[src/hw/paired_timer_regs.svh]
// Register offsets, field positions, writable masks and reset values for the paired timer
`ifndef PAIRED_TIMER_REGS_SVH
`define PAIRED_TIMER_REGS_SVH
// ----------------------------------------
// Register byte offsets
// ----------------------------------------
`define TMR_A_CTRL_OFS     4'h0
`define TMR_B_CTRL_OFS     4'h4
`define TMR_A_COUNT_OFS    4'h8
`define TMR_B_COUNT_OFS    4'hC
// ----------------------------------------
// Control field positions
// ----------------------------------------
`define TMR_RUN_BIT        15
`define TMR_IDLE_STOP_BIT  13
`define TMR_ECS_HI         9
`define TMR_ECS_LO         8
`define TMR_GATE_BIT       6
`define TMR_PS_HI          5
`define TMR_PS_LO          4
`define TMR_JOIN_BIT       3
`define TMR_CS_BIT         1
// ----------------------------------------
// Writable masks and reset values
// ----------------------------------------
`define TMR_A_CTRL_MASK    16'hA37A
`define TMR_B_CTRL_MASK    16'hA372
`define TMR_CTRL_RESET     16'h0000
`define TMR_COUNT_RESET    16'h0000
`endif

[src/hw/paired_timer_pkg.sv]
// Types shared by the paired timer files
package paired_timer_pkg;
  typedef enum logic [1:0]
  {
    ECS_SECONDARY = 2'b00,
    ECS_EXT_PIN   = 2'b01,
    ECS_LOW_RC    = 2'b10,
    ECS_RSVD      = 2'b11
  } ext_src_t;
  typedef enum logic [1:0]
  {
    PS_DIV1   = 2'b00,
    PS_DIV8   = 2'b01,
    PS_DIV64  = 2'b10,
    PS_DIV256 = 2'b11
  } prescale_t;
endpackage : paired_timer_pkg

[src/hw/tick_if.sv]
// Carrier between timer control and its prescaler stage
`timescale 1ns/1ps
interface tick_if;
  logic                          src_tick;
  logic                          clr;
  paired_timer_pkg::prescale_t   ps;
  logic                          out_tick;
  modport ctrl (output src_tick, output clr, output ps, input out_tick);
  modport pre  (input src_tick, input clr, input ps, output out_tick);
endinterface : tick_if

[src/hw/paired_timer_control.sv]
// Paired 16-bit timers joinable to 32 bits, with a classic Wishbone slave
`timescale 1ns/1ps
`include "paired_timer_regs.svh"
// Operation
// - The join bit of timer A makes both timers one 32-bit timer, else two 16-bit timers.
// - While joined, timer B control bits have no effect on the combined timer.
// - Timer A clock select 0 picks the internal clock, 1 picks the extended source field.
// - A control write while that timer runs resets its prescale counter.
// - With idle stop set the timer halts in Idle mode, else it keeps running.
// - The extended source picks low-power RC for 10, external pin for 01, secondary osc for 00.
// - The prescale field divides by 256, 64, 8 or 1 for codes 11, 10, 01, 00.
// - Timer B clock select 1 counts external pin rising edges, 0 the internal clock.
// - Unimplemented control bits ignore writes and read as zero.
module paired_timer_control
(
  // Clock and reset
  input  wire logic        clk_i,
  input  wire logic        rst_i,
  // Wishbone slave
  input  wire logic        cyc_i,
  input  wire logic        stb_i,
  input  wire logic        we_i,
  input  wire logic [3:0]  adr_i,
  input  wire logic [3:0]  sel_i,
  input  wire logic [31:0] dat_i,
  output logic      [31:0] dat_o,
  output logic             ack_o,
  // Timer clock sources and device state
  input  wire logic        tick_int_i,
  input  wire logic        secondary_osc_i,
  input  wire logic        low_power_rc_osc_i,
  input  wire logic        timer_a_ext_clock_pin_i,
  input  wire logic        timer_b_ext_clock_pin_i,
  input  wire logic        gate_a_i,
  input  wire logic        gate_b_i,
  input  wire logic        idle_i,
  // Status
  output logic             join_wide_select_o,
  output logic             wrap_a_o,
  output logic             wrap_b_o
);
  // ----------------------------------------
  // Pin synchronisers and edge detection
  // ----------------------------------------
  // Pins from other domains: two flops, then a third for edges; the low-power RC gets three flops, then a fourth
  logic [4:0] s1_ff;
  logic [4:0] s2_ff;
  logic [4:0] s3_ff;
  logic [4:0] pin_in;
  logic [4:0] rise;
  assign pin_in = {gate_b_i, gate_a_i, timer_b_ext_clock_pin_i,
                   timer_a_ext_clock_pin_i, secondary_osc_i};
  logic [1:0] lp_s1_ff;
  logic [1:0] lp_s2_ff;

  always_ff @(posedge clk_i)
  begin
    if (rst_i)
    begin
      s1_ff    <= 5'h00;
      s2_ff    <= 5'h00;
      s3_ff    <= 5'h00;
      lp_s1_ff <= 2'h0;
      lp_s2_ff <= 2'h0;
    end
    else
    begin
      s1_ff    <= pin_in;
      s2_ff    <= s1_ff;
      s3_ff    <= s2_ff;
      lp_s1_ff <= {lp_s1_ff[0], low_power_rc_osc_i};
      lp_s2_ff <= {lp_s2_ff[0], lp_s1_ff[1]};
    end
  end

  genvar g;
  generate
    for (g = 0; g < 4; g = g + 1)
    begin : g_edge
      assign rise[g] = s2_ff[g] && !s3_ff[g];
    end
  endgenerate
  assign rise[4] = 1'b0;
  // Bit 0 holds the newer sample: a rise is new high over old low
  logic low_rc_rise;
  assign low_rc_rise = lp_s2_ff[0] && !lp_s2_ff[1];

  // ----------------------------------------
  // Registers
  // ----------------------------------------
  logic [15:0] ctrl_a_ff;
  logic [15:0] ctrl_b_ff;
  logic [15:0] cnt_a_ff;
  logic [15:0] cnt_b_ff;
  logic        ack_ff;
  logic [31:0] dat_ff;
  logic        wrap_a_ff;
  logic        wrap_b_ff;

  logic        req;
  logic        wr;
  logic        lo_en;
  logic        hi_en;
  logic        wr_ca;
  logic        wr_cb;
  logic [15:0] wval;
  logic [15:0] nxt_ctrl_a;
  logic [15:0] nxt_ctrl_b;
  logic [31:0] rd_mux;

  assign req   = cyc_i && stb_i && !ack_ff;
  assign wr    = req && we_i;
  assign lo_en = sel_i[0];
  assign hi_en = sel_i[1];
  assign wr_ca = wr && (adr_i == `TMR_A_CTRL_OFS);
  assign wr_cb = wr && (adr_i == `TMR_B_CTRL_OFS);

  // Byte lanes merged per register, masked to implemented bits
  assign wval       = {hi_en ? dat_i[15:8] : 8'h00, lo_en ? dat_i[7:0] : 8'h00};
  assign nxt_ctrl_a = (((ctrl_a_ff & ~{{8{hi_en}}, {8{lo_en}}}) | wval)
                       & `TMR_A_CTRL_MASK);
  assign nxt_ctrl_b = (((ctrl_b_ff & ~{{8{hi_en}}, {8{lo_en}}}) | wval)
                       & `TMR_B_CTRL_MASK);

  assign rd_mux = (adr_i == `TMR_A_CTRL_OFS)  ? {16'h0000, ctrl_a_ff} :
                  (adr_i == `TMR_B_CTRL_OFS)  ? {16'h0000, ctrl_b_ff} :
                  (adr_i == `TMR_A_COUNT_OFS) ? {16'h0000, cnt_a_ff}  :
                  (adr_i == `TMR_B_COUNT_OFS) ? {16'h0000, cnt_b_ff}  : 32'h0000_0000;

  // ----------------------------------------
  // Clock selection and gating
  // ----------------------------------------
  logic joined;
  logic run_a;
  logic run_b;
  logic src_a;
  logic src_b;
  logic ext_a_pick;
  paired_timer_pkg::ext_src_t ecs_a;

  assign joined = ctrl_a_ff[`TMR_JOIN_BIT];
  assign ecs_a  = paired_timer_pkg::ext_src_t'(ctrl_a_ff[`TMR_ECS_HI:`TMR_ECS_LO]);
  assign ext_a_pick = (ecs_a == paired_timer_pkg::ECS_LOW_RC)  ? low_rc_rise :
                      (ecs_a == paired_timer_pkg::ECS_EXT_PIN) ? rise[1]   :
                      (ecs_a == paired_timer_pkg::ECS_SECONDARY) ? rise[0] : 1'b0;

  // Idle stop and run gate each timer
  assign run_a = ctrl_a_ff[`TMR_RUN_BIT] && !(idle_i && ctrl_a_ff[`TMR_IDLE_STOP_BIT]);
  assign run_b = ctrl_b_ff[`TMR_RUN_BIT] && !(idle_i && ctrl_b_ff[`TMR_IDLE_STOP_BIT]);

  // Gate applies only with the internal clock selected
  assign src_a = run_a && (ctrl_a_ff[`TMR_CS_BIT] ? ext_a_pick :
                 (tick_int_i && (!ctrl_a_ff[`TMR_GATE_BIT] || s2_ff[3])));
  assign src_b = run_b && !joined && (ctrl_b_ff[`TMR_CS_BIT] ? rise[2] :
                 (tick_int_i && (!ctrl_b_ff[`TMR_GATE_BIT] || s2_ff[4])));

  // ----------------------------------------
  // Prescalers
  // ----------------------------------------
  tick_if tk_a ();
  tick_if tk_b ();
  assign tk_a.src_tick = src_a;
  assign tk_a.clr      = wr_ca && ctrl_a_ff[`TMR_RUN_BIT];
  assign tk_a.ps       = paired_timer_pkg::prescale_t'(ctrl_a_ff[`TMR_PS_HI:`TMR_PS_LO]);
  assign tk_b.src_tick = src_b;
  assign tk_b.clr      = wr_cb && ctrl_b_ff[`TMR_RUN_BIT];
  assign tk_b.ps       = paired_timer_pkg::prescale_t'(ctrl_b_ff[`TMR_PS_HI:`TMR_PS_LO]);

  timer_prescaler u_pre_a
  (
    .clk_i (clk_i),
    .rst_i (rst_i),
    .tk    (tk_a.pre)
  );
  timer_prescaler u_pre_b
  (
    .clk_i (clk_i),
    .rst_i (rst_i),
    .tk    (tk_b.pre)
  );

  // ----------------------------------------
  // Counters
  // ----------------------------------------
  logic inc_a;
  logic inc_b;
  logic a_wrap;
  assign inc_a  = tk_a.out_tick;
  assign a_wrap = inc_a && (cnt_a_ff == 16'hFFFF);
  assign inc_b  = joined ? a_wrap : tk_b.out_tick;

  always_ff @(posedge clk_i)
  begin
    if (rst_i)
    begin
      ctrl_a_ff <= `TMR_CTRL_RESET;
      ctrl_b_ff <= `TMR_CTRL_RESET;
      cnt_a_ff  <= `TMR_COUNT_RESET;
      cnt_b_ff  <= `TMR_COUNT_RESET;
      ack_ff    <= 1'b0;
      dat_ff    <= 32'h0000_0000;
      wrap_a_ff <= 1'b0;
      wrap_b_ff <= 1'b0;
    end
    else
    begin
      ack_ff    <= req;
      dat_ff    <= req ? rd_mux : 32'h0000_0000;
      wrap_a_ff <= a_wrap;
      wrap_b_ff <= inc_b && (cnt_b_ff == 16'hFFFF);
      if (wr_ca)
        ctrl_a_ff <= nxt_ctrl_a;
      if (wr_cb)
        ctrl_b_ff <= nxt_ctrl_b;
      if (wr && (adr_i == `TMR_A_COUNT_OFS))
        cnt_a_ff <= (cnt_a_ff & ~{{8{hi_en}}, {8{lo_en}}}) | wval;
      else if (inc_a)
        cnt_a_ff <= cnt_a_ff + 16'h0001;
      if (wr && (adr_i == `TMR_B_COUNT_OFS))
        cnt_b_ff <= (cnt_b_ff & ~{{8{hi_en}}, {8{lo_en}}}) | wval;
      else if (inc_b)
        cnt_b_ff <= cnt_b_ff + 16'h0001;
    end
  end

  // ----------------------------------------
  // Outputs
  // ----------------------------------------
  logic join_ff;
  always_ff @(posedge clk_i)
  begin
    if (rst_i)
      join_ff <= 1'b0;
    else
      join_ff <= joined;
  end
  assign join_wide_select_o = join_ff;
  assign ack_o    = ack_ff;
  assign dat_o    = dat_ff;
  assign wrap_a_o = wrap_a_ff;
  assign wrap_b_o = wrap_b_ff;
endmodule : paired_timer_control

[src/hw/timer_prescaler.sv]
// Input prescaler: divides a tick stream by 1, 8, 64 or 256
`timescale 1ns/1ps
`include "paired_timer_regs.svh"
module timer_prescaler
(
  // Clock and reset
  input  wire logic clk_i,
  input  wire logic rst_i,
  // Tick carrier
  tick_if.pre       tk
);
  logic [7:0] cnt_ff;
  logic [7:0] nxt_cnt;
  logic [7:0] limit;
  logic       hit;

  assign limit = (tk.ps == paired_timer_pkg::PS_DIV256) ? 8'hFF :
                 (tk.ps == paired_timer_pkg::PS_DIV64)  ? 8'h3F :
                 (tk.ps == paired_timer_pkg::PS_DIV8)   ? 8'h07 : 8'h00;
  assign hit     = tk.src_tick && (cnt_ff >= limit);
  assign nxt_cnt = tk.clr ? 8'h00 : hit ? 8'h00 : tk.src_tick ? cnt_ff + 8'h01 : cnt_ff;
  assign tk.out_tick = hit && !tk.clr;

  always_ff @(posedge clk_i)
  begin
    if (rst_i)
      cnt_ff <= 8'h00;
    else
      cnt_ff <= nxt_cnt;
  end
endmodule : timer_prescaler

[config.mk]
export PLATFORM = sky130hd
export DESIGN_NAME = paired_timer_control
export DESIGN_NICKNAME = d
export VERILOG_FILES = /design/src/hw/paired_timer_pkg.sv /design/src/hw/tick_if.sv /design/src/hw/paired_timer_control.sv /design/src/hw/timer_prescaler.sv
export VERILOG_INCLUDE_DIRS = /design/src /design/src/hw
export SDC_FILE = /design/constraint.sdc
export NUM_CORES = 1
export LEC_CHECK = 0
export BUFFER_PORTS_ARGS = -buffer_cell sky130_fd_sc_hd__buf_4
export CAP_MARGIN = 15
export CORE_ASPECT_RATIO = 0.7
export CORE_MARGIN = 3
export CORE_UTILIZATION = 40
export DETAILED_ROUTE_END_ITERATION = 16
export HOLD_SLACK_MARGIN = 0.12
export PLACE_DENSITY_LB_ADDON = 0.08
export SETUP_SLACK_MARGIN = 0.02
export SKIP_CTS_REPAIR_TIMING = 1
export SLEW_MARGIN = 20
export SYNTH_ARGS = -nofsm -noshare
export SYNTH_HDL_FRONTEND = slang
export SYNTH_SLANG_ARGS = --single-unit
export TNS_END_PERCENT = 10
[constraint.sdc]
create_clock -name clk_i -period 2.4 [get_ports clk_i]
set_input_delay 0.24 -clock clk_i [delete_from_list [all_inputs] [get_ports clk_i]]
set_output_delay 0.24 -clock clk_i [all_outputs]
set_load 0.01 [all_outputs]
=== Yosys cells after proc, flatten, opt, wreduce, memory -nomap -nowiden ===
Cells that the tools add are included.

* $add $sub $neg: 4
* $lt $le $gt $ge: 2
* Equality and inequality tests: 13
* Mux-type cells: 22
* Bitwise logic cells: 10
* Reductions and logical operators: 51

{| class="wikitable"
|+ Operators with widths
! kind !! count
|-
| 16-bit 2-to-1 mux || 8
|-
| 16-bit AND || 4
|-
| 16-bit OR || 4
|-
| 8-bit 2-to-1 mux || 6
|-
| 16-bit by 1-bit adder with 16-bit output (second input constant) || 2
|-
| 16-bit equality test (second input constant) || 2
|-
| 1-bit logical AND || 28
|-
| 8-bit by 1-bit adder with 8-bit output (second input constant) || 2
|-
| 8-bit >= comparator || 2
|-
| 16-bit NOT || 1
|-
| 1-bit logical NOT || 12
|-
| 2-bit equality test (second input constant) || 5
|-
| 4-bit equality test (second input constant) || 2
|-
| 2-bit by 1-bit equality test with 1-bit output (second input constant) || 3
|-
| 1-bit 2-to-1 mux || 6
|-
| 3-bit 2-to-1 mux || 2
|-
| 3-bit OR reduction || 2
|-
| 5-bit OR reduction || 1
|-
| 4-bit by 3-bit equality test with 1-bit output (second input constant) || 1
|-
| 4-bit logical NOT || 1
|-
| 2-bit nonzero test || 2
|-
| 4-bit OR reduction || 1
|-
| 2-bit logical NOT || 1
|-
| 1-bit logical OR || 2
|-
| other kinds (2) || 2
|}

* Bits in registers: 118
* Input bits: 53
* Output and inout bits: 36
* Logic and storage cells: 120

=== Depth between registers and ports, before layout ===
* Word-level depth: 13
* Gate-level depth with buffers: 11
* Gate-level depth less buffers: 10

=== Cells and area by module ===
Synthesis repeated with hierarchy kept, for this count alone.

* Cells, all modules: 630
* Area, all modules: 5497.8 um2

{| class="wikitable"
|+ Modules (own cells, without submodules)
! module !! instances !! cells each !! area each (um2)
|-
| paired_timer_control || 1 || 506 || 4254.1
|-
| timer_prescaler || 2 || 62 || 621.8
|}

=== Least setup slack after synthesis ===
Ideal clock, no wire load.

* Path kind: register -> register
* From: reg with a tool-made name
* To: reg with a tool-made name
* Library setup time: 0.132 ns
* Arrival time: 2.456 ns
* Required time: 2.268 ns
* Slack: -0.188 ns
* Cell stages (with the launch flop): 11
* Path buffers: 1
* Cell sequence: dfxtp_1 > or2_2 > ha_1 > nand2b_1 > a2111oi_0 > o31ai_1 > nand3_2 > and2_1 > buf_2 > o311ai_0 > a21oi_1

==> metrics.md <==
| Metric | Value |
|---|---|
| Peak supply drop | 0.000368 V |
| Distinct cells, synth | 66 |
| Final setup TNS | -574 ps |
| Post-DR wirelength/cell | 17.9 um |
| Violated checks | setup timing |
| EDFF count, synth | 0 |
| # IOs | 89 |
| Via count | 5,005 |
| Skew final | 7.11 ps |
| CP Class | flip-flop to flip-flop |
| Clock buffer depth | 2 |
| WL final | 15,800 um |
| Die area | 14,500 um2 |
| Site Rows | 34 |
| Multi-input combinational cell area | 3210 um2 |
| Final ANT Viol Nets | 0 |
| Critical Path Sink Type | flip-flop |
| # DRC | 0 |
| Skew-Pair Late Insertion Delay | 350 ps |
| Required time worst endpoint | 2670 ps |
| CP Launch Type | flip-flop |
| Total track usage | 21.4% |
| Core area | 12,600 um2 |
| Vias in the first global route | 4,594 |
| Port buffer count | 54 |
| Initial core utilization | 41.5% |
| Filler instances | 1,202 |
| Mapped Area | 5230 um2 |
| TritonCTS Buffers | 9 |
| Post-DP HPWL | 11,800 um |
| HP Start | dat_i[2] |
| Grt ovf | 0 |
| Share of cells above drive strength 1 | 21.8% |
| Slew @ Worst Pin | 761 ps |
| Crit path max fanout | 6 |
| Placer Congestion | 0.904 |
| RSZ-0062 raised after global routing | true |
| Starting DRT DRC Count | 444 |
| Dominant synthesized flop cell | dfxtp_1 |
| Antenna diodes | 0 |
| Rel. slew slack | 49.3% |
| Async SR Flop Fraction | 0% |
| Sink Count | 102 |
| Pre-antenna DRT Iters | 5 |
| Die height | 102 um |
| Setup WS post-layout | -107 ps |
| Worst slack, placed | -195 ps |
| Worst Hold Class | input pin to flip-flop |
| Cells on worst reg2reg path | 10 |
| Register bit total from synthesis | 102 |
| Data arrival time of the worst path | 2780 ps |
| Power Density | 515 nW/um2 |
| Non-Filler Instances | 879 |
| Post-synthesis sequential area ratio | 39.0% |
| Largest net degree at the start of global routing | 63 |
| Syn Inst Count | 631 |
| Clock transition at path regs | 70 ps |
| CTS Root Cell | clkbuf_16 |
| Fin area | 6630 um2 |
| Via density | 5.69 |
| Sequential cell area | 2050 um2 |
| YS warnings | 0 |
| DIE WIDTH | 143 um |
| Syn avg cell area | 8.29 um2 |
| Placed Area | 6030 um2 |
| Final setup viols | 13 |
| Htree depth | 3 |
| Worst R2R Setup Slack | -110 ps |
| Final slew viol count | 0 |
| First-pass GRT wire length | 24,100 um |
| Period utilization | 104% |
| FMAX | 399 MHz |
| Status | finished with violations |
| Tmin final | 2510 ps |
| Syn-to-layout area delta | 26.8% |
| CTS tree | done |
| Hold Fails Final Rpt | 0 |
| Initial antenna violation count | 0 |
| Leakage | 0.00249 uW |
| Placed cell count | 856 |
| Nets | 785 |
| Max-Cap Viols | 0 |
[cells in the final DEF (no fill, tap or decap), types with 10 or more instances in the layout]
master,n
conb_1,16
nand4_1,13
nand2_1,72
xor2_1,10
dfxtp_1,99
o21ai_0,10
ha_1,16
nor2b_1,19
a22oi_1,10
nand3_1,36
a21oi_1,43
and3_1,11
nor2_1,67
mux2i_1,11
inv_1,10
nor3_1,12
buf_4,95
[metal layers]
metal  track usage [%]  wire [um]
met1              31.4       7590
met2              29.6       6290
met3              7.13       1640
met4              5.99        245
met5                 0          0
[layout make-up]
type	count	share of cell area [%]
flip-flops and latches	102	30.9
inverters	11	0.623
multi-input cells	484	48.4
clock inverters	7	1.21
clock buffers	9	3.40
well taps	162	3.06
repair buffers	104	12.4
[logic make-up (layout without fill, tap and decap cells)]
family / count (synthesis) / in the layout / share of synthesized area [%]
simple gates: 286 / 286 / 27.2
compound gates: 134 / 134 / 18.2
flops: 102 / 102 / 39.0
buf+inv: 60 / 131 / 5.57
fa+ha+maj: 20 / 20 / 4.78
xor+xnor: 14 / 14 / 2.34
mux: 14 / 14 / 2.75
other cells: 1 / 16 / 0.0717
[synthesized netlist by cell type (11+ instances only)]
| cell | instances | area share, % |
|---|---|---|
| inv_1 | 11 | 0.79 |
| a21oi_1 | 43 | 4.1 |
| nand3_1 | 37 | 3.5 |
| nor2b_1 | 19 | 2.3 |
| buf_4 | 16 | 2.3 |
| and3_1 | 11 | 1.3 |
| ha_1 | 20 | 4.8 |
| dfxtp_1 | 102 | 39 |
| nand4_1 | 13 | 1.6 |
| mux2i_1 | 11 | 2.1 |
| o21ai_0 | 11 | 1.1 |
| clkbuf_1 | 27 | 1.9 |
| nand2_1 | 73 | 5.2 |
| nor3_1 | 13 | 1.2 |
| nor2_1 | 69 | 5.0 |
[metrics by stage]
stage	total power, uW	utilization (%)	hold WS (ps)
CTS	3440	50.3	81.1
floorplan	1850	-	368
detailed placement	1930	47.9	422
global placement	1930	47.9	420
finish	3410	52.7	139
global route	3530	52.7	146
[power by group]
group	leakage, uW	total, uW	internal (uW)	switching (uW)
registers	0.000826	1710	1710	5.73
logic	0.00152	193	77.8	115
clock network	0.000148	1510	824	687
[worst min-delay path by stage]
stage,to,slack (ps),cells after the start
2_1_floorplan,lp_s1_ff[0]$_SDFF_PP0_,370,1
3_3_place_gp,lp_s1_ff[1]$_SDFF_PP0_,420,1
3_5_place_dp,s2_ff[1]$_SDFF_PP0_,420,1
4_1_cts,s1_ff[3]$_SDFF_PP0_,80,2
5_1_grt,flip-flop,150,3
6_report,flip-flop,140,3
[critical path: stages (launching register included)]
cell	delay (ps)
dfxtp_2	320
or2_4	260
ha_4	260
nand2b_4	110
a2111oi_4	70
o31ai_4	350
buf_6	170
nand3_4	80
and2_4	190
or4_1	460
a31oi_1	160
(Power assumes the default switching activity.)
